`config.mk`:
```
export PLATFORM = sky130hd
export DESIGN_NAME = acss_top
export DESIGN_NICKNAME = d
export VERILOG_FILES = /design/src/include/acss_pkg.sv /design/src/logic/acss_flash_mem.sv /design/src/logic/acss_top.sv
export VERILOG_INCLUDE_DIRS = /design/src /design/src/include
export SDC_FILE = /design/constraint.sdc
export NUM_CORES = 1
export LEC_CHECK = 0
export BUFFER_PORTS_ARGS = -buffer_cell sky130_fd_sc_hd__buf_2
export CORE_ASPECT_RATIO = 1.75
export CORE_MARGIN = 10
export CORE_UTILIZATION = 40
export CTS_BUF_LIST = sky130_fd_sc_hd__clkbuf_4 sky130_fd_sc_hd__clkbuf_8
export DETAILED_ROUTE_END_ITERATION = 10
export GPL_ROUTABILITY_DRIVEN = 0
export PLACE_DENSITY = 0.58
export SYNTH_ARGS = -nofsm -noshare
export SYNTH_HDL_FRONTEND = slang
export SYNTH_SLANG_ARGS = --single-unit
```
`constraint.sdc`:
```
create_clock -name hclk -period 24 [get_ports hclk]
set_clock_uncertainty 0.15 [all_clocks]
set_input_delay 4.8 -clock hclk [delete_from_list [all_inputs] [get_ports hclk]]
set_output_delay 4.8 -clock hclk [all_outputs]
set_load 0.05 [all_outputs]
```
`src/include/acss_params.svh`:
```
// offsets, field positions, reset values and preset divisors of the clock source selector
`ifndef ACSS_PARAMS_SVH
`define ACSS_PARAMS_SVH
`define ACSS_RATE_W 20
`define ACSS_ERR_W 16
`define ACSS_NREF 6
`define ACSS_NLOCK 4
`define ACSS_NCHAN 28
`define ACSS_NIRQ 3
// register byte offsets
`define ACSS_OFF_STATUS 8'h00
`define ACSS_OFF_CTRL 8'h04
`define ACSS_OFF_SYNTH 8'h08
`define ACSS_OFF_BASE 8'h0C
`define ACSS_OFF_COARSE 8'h10
`define ACSS_OFF_FINE 8'h14
`define ACSS_OFF_ACT_RATE 8'h18
`define ACSS_OFF_INT_RATE 8'h1C
`define ACSS_OFF_WCLK 8'h20
`define ACSS_OFF_CHAN 8'h24
`define ACSS_OFF_IRQ_ST 8'h28
`define ACSS_OFF_IRQ_MASK 8'h2C
`define ACSS_OFF_FLASH 8'h30
// control word fields
`define ACSS_CTRL_AUTO 0
`define ACSS_CTRL_PREF 1
`define ACSS_CTRL_WCSS 4
`define ACSS_CTRL_BW 5
`define ACSS_CTRL_SPIN 7
`define ACSS_CTRL_SPOUT 8
// synthesizer word fields
`define ACSS_SYN_EN 0
`define ACSS_SYN_MULT 1
`define ACSS_SYN_COARSE 3
`define ACSS_SYN_FINE 4
`define ACSS_SYN_PRESET 5
// status word fields
`define ACSS_ST_SRC 8
`define ACSS_ST_SLAVE 11
`define ACSS_ST_ERR 12
`define ACSS_ST_CNT 16
// interrupt bits
`define ACSS_IRQ_SRC 0
`define ACSS_IRQ_ERR 1
`define ACSS_IRQ_FLASH 2
// reset values, rate figures in hertz and preset pull divisors
`define ACSS_BASE_RST 20'h0BB80
`define ACSS_WC_BAND_HI 20'h0BB80
`define ACSS_PULL_SMALL_DIV 1000
`define ACSS_PULL_LARGE_DIV 25
// flash image
`define ACSS_FLASH_WORDS 6
`define ACSS_FLASH_SIG 32'hA5C3_0001
`endif

```
`src/include/acss_pkg.sv`:
```
// types shared by the clock source selector design
`include "acss_params.svh"
package acss_pkg;
  typedef logic [`ACSS_RATE_W-1:0] acss_rate_t;
  // reference sources, internal last
  typedef enum logic [2:0] {SRC_WCLK, SRC_OPT1, SRC_OPT2, SRC_SPDIF, SRC_LTC, SRC_VIDEO,
    SRC_INTERNAL} acss_src_e;
  typedef enum logic [1:0] {LOCK_NONE, LOCK_VALID, LOCK_SYNC} acss_lock_e;
  typedef enum logic [2:0] {PRE_NONE, PRE_UP_SMALL, PRE_DN_SMALL, PRE_UP_LARGE,
    PRE_DN_LARGE} acss_preset_e;
  typedef enum logic [1:0] {FL_IDLE, FL_SAVE, FL_LOAD_A, FL_LOAD_D} acss_fl_e;
  // every control and synthesizer setting, the unit that flash saves and restores
  typedef struct packed {
    logic auto_follow_mode;
    logic [2:0] pref_ref;
    logic wc_single;
    logic [1:0] bw_set;
    logic spdif_in_opt2;
    logic spdif_out_opt2;
    logic synth_en;
    logic [1:0] mult;
    logic coarse_act;
    logic fine_act;
    logic [2:0] preset;
    acss_rate_t base;
    logic signed [`ACSS_RATE_W-1:0] coarse;
    logic signed [`ACSS_RATE_W-1:0] fine;
  } acss_cfg_s;
  // whole state of the top module
  typedef struct packed {
    acss_cfg_s cfg;
    logic [`ACSS_NREF-1:0] v_s1, v_s2, v_s3, valid;
    logic [`ACSS_NLOCK-1:0] y_s1, y_s2, y_s3, insync;
    logic t_s1, t_s2, t_s3, timecode_option_module;
    acss_src_e src;
    logic slave;
    logic [`ACSS_ERR_W-1:0] err_cnt;
    logic [`ACSS_NIRQ-1:0] irq_st;
    logic [`ACSS_NIRQ-1:0] irq_mask;
    acss_fl_e fl;
    logic [2:0] fl_idx;
    logic a_wr;
    logic [7:0] a_addr;
    logic [31:0] hrdata;
    logic hreadyout;
    logic irq;
    acss_rate_t int_rate;
    acss_rate_t act_rate;
    acss_rate_t wclk;
    logic [`ACSS_NCHAN-1:0] chan_en;
  } acss_st_s;
endpackage

```
`src/logic/acss_flash_mem.sv`:
```
// settings store standing in for the on-board nonvolatile flash
`timescale 1ns/100ps
`default_nettype none
module acss_flash_mem #(
  parameter int DEPTH = 8,
  parameter int WIDTH = 32
) (
  input wire logic clk, // system clock
  input wire logic we, // write strobe
  input wire logic [$clog2(DEPTH)-1:0] addr, // word address
  input wire logic [WIDTH-1:0] wdata, // write data
  output logic [WIDTH-1:0] rdata // registered read data
);
  // no reset on purpose: contents model storage that survives power loss
  logic [WIDTH-1:0] mem [DEPTH];

  // one write or read per cycle, read data one cycle later
  always_ff @(posedge clk)
  begin
    if (we)
    begin
      mem[addr] <= wdata;
    end
    rdata <= mem[addr];
  end
endmodule
`default_nettype wire

```
`src/logic/acss_top.sv`:
```
// clock source selection, lock status, rate synthesizer and settings store
`timescale 1ns/100ps
`include "acss_params.svh"
`default_nettype none
// Function
// - internal master or auto-follow preferred reference
// - invalid preferred reference falls to next valid
// - word clock, optical pair, SPDIF; timecode optional
// - three-state lock report per input
// - report active source and its rate
// - report master or slave state
// - count link errors, clear on transfer start
// - word clock out, optional single-speed band
// - four channel sets for link bandwidth
// - every setting write acts at once
// - restore replaces settings from flash
// - save to flash, load after power-on
// - synth rate: base times multiplier plus fader
// - synthesized rate only in master mode
// - synth enable and per-fader activate bits
// - pull-up/down presets of 0.1 and 4 percent
// - SPDIF input from coax or second optical
// - SPDIF out on coax, optionally second optical
// - no valid reference reverts to internal master
module acss_top import acss_pkg::*; #(
  parameter int FLASH_DEPTH = 8,
  parameter acss_rate_t INT_BASE_HZ = `ACSS_BASE_RST
) (
  input wire logic hclk, // bus and system clock
  input wire logic hresetn, // asynchronous reset, active low
  input wire logic hsel, // slave select
  input wire logic [31:0] haddr, // byte address
  input wire logic [1:0] htrans, // transfer type
  input wire logic hwrite, // write not read
  input wire logic [2:0] hsize, // transfer size, word only
  input wire logic [31:0] hwdata, // write data
  input wire logic hready, // bus ready
  output logic [31:0] hrdata, // read data
  output logic hreadyout, // slave ready
  output logic hresp, // response, always okay
  input wire logic [`ACSS_NREF-1:0] ref_valid_pin, // per-reference valid, async
  input wire logic [`ACSS_NLOCK-1:0] ref_sync_pin, // per-input synchronous, async
  input wire logic tco_fitted_pin, // timecode option module present, async
  input wire acss_rate_t [`ACSS_NREF-1:0] ref_rate_hz, // measured rates, same clock
  input wire logic link_err, // host link error pulse
  input wire logic xfer_start, // playback or record start pulse
  output logic run_internal, // internal clock in use
  output acss_src_e active_clock_source, // clock currently in use
  output acss_rate_t internal_rate_hz, // internal clock rate
  output acss_rate_t wclk_out_hz, // word clock output rate
  output logic [`ACSS_NCHAN-1:0] chan_enable, // link channels carried
  output logic spdif_rx_opt2, // SPDIF receiver from second optical
  output logic opt2_tx_spdif, // second optical transmits SPDIF
  output logic coax_tx_en, // coax SPDIF output enable
  output logic irq // level interrupt
);
  if (FLASH_DEPTH < `ACSS_FLASH_WORDS)
  begin : g_chk
    $error("FLASH_DEPTH too small for the settings image");
  end

  localparam int AW = $clog2(FLASH_DEPTH);

  acss_st_s q, d; // state and its next value
  logic [31:0] fl_rdata; // flash read word
  logic fl_we; // flash write strobe
  logic [31:0] fl_wdata; // flash write word

  ////////////////////////////////////////////////////////////////////////////
  // helper functions

  // settings word by image index, also the bus view of the settings registers
  function automatic logic [31:0] cfg_word(input logic [2:0] idx, input acss_cfg_s c);
    logic [31:0] w;
    w = 32'h0000_0000;
    case (idx)
      3'h0: w = `ACSS_FLASH_SIG;
      3'h1:
      begin
        w[`ACSS_CTRL_AUTO] = c.auto_follow_mode;
        w[`ACSS_CTRL_PREF +: 3] = c.pref_ref;
        w[`ACSS_CTRL_WCSS] = c.wc_single;
        w[`ACSS_CTRL_BW +: 2] = c.bw_set;
        w[`ACSS_CTRL_SPIN] = c.spdif_in_opt2;
        w[`ACSS_CTRL_SPOUT] = c.spdif_out_opt2;
      end
      3'h2:
      begin
        w[`ACSS_SYN_EN] = c.synth_en;
        w[`ACSS_SYN_MULT +: 2] = c.mult;
        w[`ACSS_SYN_COARSE] = c.coarse_act;
        w[`ACSS_SYN_FINE] = c.fine_act;
        w[`ACSS_SYN_PRESET +: 3] = c.preset;
      end
      3'h3: w[`ACSS_RATE_W-1:0] = c.base;
      3'h4: w = {{(32-`ACSS_RATE_W){c.coarse[`ACSS_RATE_W-1]}}, c.coarse};
      3'h5: w = {{(32-`ACSS_RATE_W){c.fine[`ACSS_RATE_W-1]}}, c.fine};
      default: w = 32'h0000_0000;
    endcase
    return w;
  endfunction

  // inverse of cfg_word, used by bus writes and flash restore alike
  function automatic acss_cfg_s cfg_apply(input logic [2:0] idx, input logic [31:0] w,
    input acss_cfg_s c);
    acss_cfg_s r;
    r = c;
    case (idx)
      3'h1:
      begin
        r.auto_follow_mode = w[`ACSS_CTRL_AUTO];
        r.pref_ref = w[`ACSS_CTRL_PREF +: 3];
        r.wc_single = w[`ACSS_CTRL_WCSS];
        r.bw_set = w[`ACSS_CTRL_BW +: 2];
        r.spdif_in_opt2 = w[`ACSS_CTRL_SPIN];
        r.spdif_out_opt2 = w[`ACSS_CTRL_SPOUT];
      end
      3'h2:
      begin
        r.synth_en = w[`ACSS_SYN_EN];
        r.mult = w[`ACSS_SYN_MULT +: 2];
        r.coarse_act = w[`ACSS_SYN_COARSE];
        r.fine_act = w[`ACSS_SYN_FINE];
        r.preset = w[`ACSS_SYN_PRESET +: 3];
      end
      3'h3: r.base = w[`ACSS_RATE_W-1:0];
      3'h4: r.coarse = w[`ACSS_RATE_W-1:0];
      3'h5: r.fine = w[`ACSS_RATE_W-1:0];
      default: r = c;
    endcase
    return r;
  endfunction

  // first valid reference at or after the preferred one, wrapping round
  function automatic logic [3:0] pick_src(input logic [`ACSS_NREF-1:0] v,
    input logic [2:0] pref);
    logic [3:0] r;
    logic [2:0] k;
    r = {1'b0, 3'(SRC_INTERNAL)};
    for (int i = `ACSS_NREF - 1; i >= 0; i--)
    begin
      k = 3'((32'(pref) + 32'(i)) % `ACSS_NREF);
      if (v[k])
      begin
        r = {1'b1, k};
      end
    end
    return r;
  endfunction

  ////////////////////////////////////////////////////////////////////////////
  // settings store

  assign fl_we = (q.fl == FL_SAVE);
  assign fl_wdata = cfg_word(q.fl_idx, q.cfg);

  acss_flash_mem #(
    .DEPTH(FLASH_DEPTH),
    .WIDTH(32)
  ) u_flash (
    .clk(hclk),
    .we(fl_we),
    .addr(AW'(q.fl_idx)),
    .wdata(fl_wdata),
    .rdata(fl_rdata)
  );

  ////////////////////////////////////////////////////////////////////////////
  // next state

  always_comb
  begin
    logic [3:0] pick;
    logic [`ACSS_NREF-1:0] cand;
    logic [`ACSS_NIRQ-1:0] ev;
    logic signed [24:0] rate;
    logic [31:0] rd;
    logic take;
    pick = 4'h0;
    cand = '0;
    ev = '0;
    rate = '0;
    rd = 32'h0000_0000;
    take = 1'b0;
    d = q;
    // pins pass three stages; a level counts once stages two and three agree
    d.v_s1 = ref_valid_pin;
    d.v_s2 = q.v_s1;
    d.v_s3 = q.v_s2;
    d.y_s1 = ref_sync_pin;
    d.y_s2 = q.y_s1;
    d.y_s3 = q.y_s2;
    d.t_s1 = tco_fitted_pin;
    d.t_s2 = q.t_s1;
    d.t_s3 = q.t_s2;
    for (int i = 0; i < `ACSS_NREF; i++)
    begin
      if (q.v_s2[i] == q.v_s3[i])
      begin
        d.valid[i] = q.v_s3[i];
      end
    end
    for (int i = 0; i < `ACSS_NLOCK; i++)
    begin
      if (q.y_s2[i] == q.y_s3[i])
      begin
        d.insync[i] = q.y_s3[i];
      end
    end
    if (q.t_s2 == q.t_s3)
    begin
      d.timecode_option_module = q.t_s3;
    end
    cand = q.valid;
    cand[SRC_LTC] = q.valid[SRC_LTC] & q.timecode_option_module;
    cand[SRC_VIDEO] = q.valid[SRC_VIDEO] & q.timecode_option_module;
    pick = pick_src(cand, q.cfg.pref_ref);
    d.slave = q.cfg.auto_follow_mode & pick[3];
    d.src = d.slave ? acss_src_e'(pick[2:0]) : SRC_INTERNAL;
    ev[`ACSS_IRQ_SRC] = (d.src != q.src);
    rate = 25'(q.cfg.base) <<< ((q.cfg.mult == 2'h3) ? 2 : q.cfg.mult);
    case (acss_preset_e'(q.cfg.preset))
      PRE_UP_SMALL: rate = 25'(rate + rate / `ACSS_PULL_SMALL_DIV);
      PRE_DN_SMALL: rate = 25'(rate - rate / `ACSS_PULL_SMALL_DIV);
      PRE_UP_LARGE: rate = 25'(rate + rate / `ACSS_PULL_LARGE_DIV);
      PRE_DN_LARGE: rate = 25'(rate - rate / `ACSS_PULL_LARGE_DIV);
      default: rate = rate;
    endcase
    if (q.cfg.coarse_act)
    begin
      rate = rate + 25'(q.cfg.coarse);
    end
    if (q.cfg.fine_act)
    begin
      rate = rate + 25'(q.cfg.fine);
    end
    d.int_rate = (q.cfg.synth_en && !q.cfg.auto_follow_mode) ?
      acss_rate_t'(rate) : INT_BASE_HZ;
    d.act_rate = q.slave ? ref_rate_hz[q.src] : q.int_rate;
    d.wclk = q.act_rate;
    if (q.cfg.wc_single)
    begin
      if (q.act_rate > (`ACSS_WC_BAND_HI << 1))
      begin
        d.wclk = q.act_rate >> 2;
      end
      else if (q.act_rate > `ACSS_WC_BAND_HI)
      begin
        d.wclk = q.act_rate >> 1;
      end
    end
    case (q.cfg.bw_set)
      2'h0: d.chan_en = 28'hFFF_FFFF;
      2'h1: d.chan_en = 28'h00F_FFFF;
      2'h2: d.chan_en = 28'h000_0FFF;
      default: d.chan_en = 28'h000_00FF;
    endcase
    // error counter, an error in the start cycle still counts
    if (xfer_start)
    begin
      d.err_cnt = '0;
    end
    if (link_err && d.err_cnt != '1)
    begin
      d.err_cnt = d.err_cnt + 1'b1;
    end
    ev[`ACSS_IRQ_ERR] = link_err;
    // settings store sequencer
    case (q.fl)
      FL_SAVE:
      begin
        d.fl_idx = q.fl_idx + 3'h1;
        if (q.fl_idx == 3'(`ACSS_FLASH_WORDS - 1))
        begin
          d.fl = FL_IDLE;
          ev[`ACSS_IRQ_FLASH] = 1'b1;
        end
      end
      FL_LOAD_A: d.fl = FL_LOAD_D;
      FL_LOAD_D:
      begin
        // replace settings from flash
        // match tested first, so an unreadable word 0 aborts as well
        if (q.fl_idx == 3'h0 && fl_rdata == `ACSS_FLASH_SIG)
        begin
          d.fl_idx = 3'h1;
          d.fl = FL_LOAD_A;
        end
        else if (q.fl_idx == 3'h0)
        begin
          d.fl = FL_IDLE;
        end
        else if (q.fl_idx == 3'(`ACSS_FLASH_WORDS - 1))
        begin
          d.cfg = cfg_apply(q.fl_idx, fl_rdata, q.cfg);
          d.fl = FL_IDLE;
          ev[`ACSS_IRQ_FLASH] = 1'b1;
        end
        else
        begin
          d.cfg = cfg_apply(q.fl_idx, fl_rdata, q.cfg);
          d.fl_idx = q.fl_idx + 3'h1;
          d.fl = FL_LOAD_A;
        end
      end
      default: d.fl = FL_IDLE;
    endcase
    // bus data phase: writes land here
    if (q.a_wr)
    begin
      if (q.a_addr >= `ACSS_OFF_CTRL && q.a_addr <= `ACSS_OFF_FINE)
      begin
        d.cfg = cfg_apply(q.a_addr[4:2], hwdata, d.cfg);
      end
      else if (q.a_addr == `ACSS_OFF_IRQ_ST)
      begin
        d.irq_st = q.irq_st & ~hwdata[`ACSS_NIRQ-1:0];
      end
      else if (q.a_addr == `ACSS_OFF_IRQ_MASK)
      begin
        d.irq_mask = hwdata[`ACSS_NIRQ-1:0];
      end
      else if (q.a_addr == `ACSS_OFF_FLASH && q.fl == FL_IDLE)
      begin
        // restore on bit 0, save on bit 1; busy store ignores commands
        if (hwdata[0])
        begin
          d.fl = FL_LOAD_A;
          d.fl_idx = 3'h0;
        end
        else if (hwdata[1])
        begin
          d.fl = FL_SAVE;
          d.fl_idx = 3'h0;
        end
      end
    end
    // events set after the clear, so a set in the clear cycle wins
    d.irq_st = d.irq_st | ev;
    d.irq = |(q.irq_st & q.irq_mask);
    // bus address phase: capture, and fetch read data for the data phase
    take = hsel & hready & htrans[1];
    d.a_wr = take & hwrite;
    d.a_addr = haddr[7:0];
    if (take && !hwrite)
    begin
      if (haddr[7:0] == `ACSS_OFF_STATUS)
      begin
        for (int i = 0; i < `ACSS_NLOCK; i++)
        begin
          rd[2*i +: 2] = !q.valid[i] ? LOCK_NONE : (q.insync[i] ? LOCK_SYNC : LOCK_VALID);
        end
        rd[`ACSS_ST_SRC +: 3] = q.src;
        rd[`ACSS_ST_SLAVE] = q.slave;
        rd[`ACSS_ST_ERR] = (q.err_cnt != '0);
        rd[`ACSS_ST_CNT +: `ACSS_ERR_W] = q.err_cnt;
      end
      else if (haddr[7:0] >= `ACSS_OFF_CTRL && haddr[7:0] <= `ACSS_OFF_FINE)
      begin
        rd = cfg_word(haddr[4:2], q.cfg);
      end
      else if (haddr[7:0] == `ACSS_OFF_ACT_RATE)
      begin
        rd[`ACSS_RATE_W-1:0] = q.act_rate;
      end
      else if (haddr[7:0] == `ACSS_OFF_INT_RATE)
      begin
        rd[`ACSS_RATE_W-1:0] = q.int_rate;
      end
      else if (haddr[7:0] == `ACSS_OFF_WCLK)
      begin
        rd[`ACSS_RATE_W-1:0] = q.wclk;
      end
      else if (haddr[7:0] == `ACSS_OFF_CHAN)
      begin
        rd[`ACSS_NCHAN-1:0] = q.chan_en;
      end
      else if (haddr[7:0] == `ACSS_OFF_IRQ_ST)
      begin
        rd[`ACSS_NIRQ-1:0] = q.irq_st;
      end
      else if (haddr[7:0] == `ACSS_OFF_IRQ_MASK)
      begin
        rd[`ACSS_NIRQ-1:0] = q.irq_mask;
      end
      else if (haddr[7:0] == `ACSS_OFF_FLASH)
      begin
        rd[0] = (q.fl != FL_IDLE);
      end
      // unmapped addresses read zero
    end
    d.hrdata = rd;
    d.hreadyout = 1'b1;
  end

  ////////////////////////////////////////////////////////////////////////////
  // state register

  // reset starts a flash load so saved settings return after power-on
  always_ff @(posedge hclk or negedge hresetn)
  begin
    if (!hresetn)
    begin
      q <= '0;
      q.cfg.base <= `ACSS_BASE_RST;
      q.src <= SRC_INTERNAL;
      q.int_rate <= `ACSS_BASE_RST;
      q.act_rate <= `ACSS_BASE_RST;
      q.wclk <= `ACSS_BASE_RST;
      q.chan_en <= 28'hFFF_FFFF;
      q.hreadyout <= 1'b1;
      q.fl <= FL_LOAD_A;
    end
    else
    begin
      q <= d;
    end
  end

  ////////////////////////////////////////////////////////////////////////////
  // outputs, all but hresp from the state register

  assign hrdata = q.hrdata;
  assign hreadyout = q.hreadyout;
  assign hresp = 1'b0;
  assign run_internal = ~q.slave;
  assign active_clock_source = q.src;
  assign internal_rate_hz = q.int_rate;
  assign wclk_out_hz = q.wclk;
  assign chan_enable = q.chan_en;
  assign spdif_rx_opt2 = q.cfg.spdif_in_opt2;
  assign opt2_tx_spdif = q.cfg.spdif_out_opt2;
  assign coax_tx_en = q.hreadyout;
  assign irq = q.irq;
endmodule
`default_nettype wire

```
==> results.yml <==
run_status:
  status: "completed"
place:
  portBuffers: 265
  dp.cells: 4562
  hpwl_um: 85100
logic_synthesis:
  avgSynthCellArea_um2: 9.36
  yosysWarningCount: 0
  synth_cell_types: 144
  netlist_instances: 3490
  async_reset_ff_share_pct: 56.5
  synth_edf_count: 176
  netlist_area_um2: 32700
  ys_ff_latch: 455
  yosysSeqAreaShare_pct: 37.3
  synth_flop_cell: "dfrtp_1"
finish:
  final_common_cell: "nand2_1"
  mostFrequentLayoutCells: "nand2_1 (394), nor2_1 (276), buf_2 (264), o21ai_0 (221), dfrtp_1 (217)"
  finalNonFillerCells: 4693
  fillers: 7879
  drive_gt1_share_pct: 19.6
  syn_to_final_growth_pct: 9.49
  nNetsFinal: 3871
clock_tree:
  post_cts_buffers: 0
  hold_buffers: 0
  clk-insertion-delay-late_ps: 700
  cts_tree: "done"
  clockRootBuffer: "clkbuf_8"
  cts_max_level: 3
  cts_sinks: 455
  cts.clk_slew.worst_paths_ps: 70
  cts-buffers-inserted: 69
  clock_path_buffers: 3
grt:
  grt.overflow.total: 0
  grt_pass1_vias: 28300
  grt.total_usage_pct: 23.1
  antenna_found_initial: 11
  grt_first_pass_wirelength_um: 170000
  grt_max_degree: 90
floorplanning:
  num_rows: 138
  die_h_um: 398
  start_util_pct: 40.4
  die_area_um2: 94000
  die_x_um: 236
  core_area_um2: 81000
  io_pins: 317
timing:
  rsz0062_at_grt: "no"
  fin_crit_ps: 22200
  max_freq_ghz: 0.0450
  fin_crit_sh_pct: 92.5
  fin_tns_setup_ps: 0
  final_hold_viol_count: 0
  tightest_slew_ps: 1320
  setup_viol: 0
  relSlewSlack_pct: 10.8
  slew_violations: 0
worst_setup_path:
  slowest_delay_ps: 730
  critPathMaxFanout: 17
  worst_setup_path_end_kind: "register"
  cp.arrival_ps: 22680
  worst_path_max_delay_cell: "o41ai_1"
  critPathRequiredTime_ps: 24480
  crit_start: "q[264]"
  worstSetupPathType: "register to register"
  r2r_start: "q[264]"
  cp-start-kind: "register"
run:
  cap_violations: 0
hold_path:
  worstHoldStart: "d[198]"
  hold_path.class: "register to register"
routing:
  drc_errors: 0
  firstDrtPassIters: 9
  vias_per_cell: 6.03
  wl_met2_um: 58200
  num_vias: 28300
  ant_nets: 0
  highest_layer: "met5"
  met1_length_um: 41400
  routed_wl_um: 112000
  routedWlPerCell_um: 23.8
  route.met3.wl_um: 5570
  drt_iter0_drc: 2060
==> area by class of cell <==
cell class	count	area (µm²)	area share, %
Antenna cell	3	7.51	0.0210
Clock buffer	107	1340	3.75
Clock inverter	21	184	0.514
Inverter	107	402	1.12
Multi-Input combinational cell	2640	18700	52.1
Sequential cell	455	12200	34.1
Tap cell	1050	1310	3.67
Timing Repair Buffer	310	1670	4.68
==> flip-flops by register name (all words and copies together) (netlist names), 3 cells and up <==
name and flops:
u_flash.rdata 22, hrdata 32, u_flash.mem 176, chan_enable 3, d 22, active_clock_source 3
q 154, internal_rate_hz 20, wclk_out_hz 20
==> per-stage QoR <==
stage | util, % | hold slack (ps) | setup WS, ps | area, µm²
finish | 44.2 | 200 | 1800 | 35800
global route | 44.2 | 210 | 118 | 35800
CTS | 44.1 | 203 | 1310 | 35700
detailed placement | 42.3 | 185 | 1410 | 34200
global placement | 42.3 | 183 | 1520 | 34200
floorplan | - | 181 | 5740 | 32700
==> layer usage <==
metal  up-vias  global-route usage [%]
met4        16                    13.6
met2       882                    42.0
met3       244                    3.99
met1     14000                    24.6
li1      13200                       -
met5         -                       0
==> critical path, delay by kind of cell, from the launching register on <==
| family | cells | cell delay, ps |
|---|---|---|
| muxes | 4 | 1410 |
| DFF | 1 | 700 |
| xor gates and xnor gates | 7 | 1490 |
| adders and majority gates | 6 | 1750 |
| and+or+nand+nor | 17 | 3490 |
| AOI/OAI and AO/OA | 49 | 12910 |
| buffers and inverters | 2 | 240 |
==> cell usage after synthesis, drive strengths merged (34+ instances only) <==
cell	count	share of area (%)
nand2	397	4.6
nor2	284	3.3
o21ai	250	4.0
dfrtp	223	17
a21oi	203	3.2
edfxtp	176	16
buf	166	3.4
mux2i	145	4.5
clkbuf	131	1.5
inv	99	1.1
xnor2	89	2.5
nor3	80	1.3
ha	78	3.0
nand3	72	1.1
mux4	64	4.4
o21a	60	1.4
mux2	50	1.7
a21o	45	1.0
a221oi	45	1.2
o22ai	42	0.86
xor2	42	1.1
a31oi	39	0.88
a22oi	37	0.91
dfstp	34	2.7
o211ai	34	0.84
==> kinds of logic after synthesis <==
family | share of synthesized area (%)
buffers and inverters | 6.09
AOI/OAI and AO/OA | 22.7
DFF | 37.3
adders and majority gates | 3.92
and+or+nand+nor | 15.7
muxes | 10.6
xor gates and xnor gates | 3.60
other | 0.0230
==> repair_timing <==
item	4_1_cts	5_1_grt
resized for setup	0	7
endpoints found under the setup margin	0	2
endpoints found under the hold margin	0	0
==> worst paths after layout <==
kind                            depth (start not counted)  slack, ps                   end
max in group asynchronous                               3      17580                q[263]
worst max-delay path                                   85       1800  internal_rate_hz[19]
min in group asynchronous                               1       3940                d[194]
worst min register to register                          0        200                d[192]
worst min-delay path                                    0        200                d[192]
worst max register to register                         85       1800  internal_rate_hz[19]
Power is not shown: default switching activity piles up to over one toggle a cycle in this logic, so the estimate is an artifact.
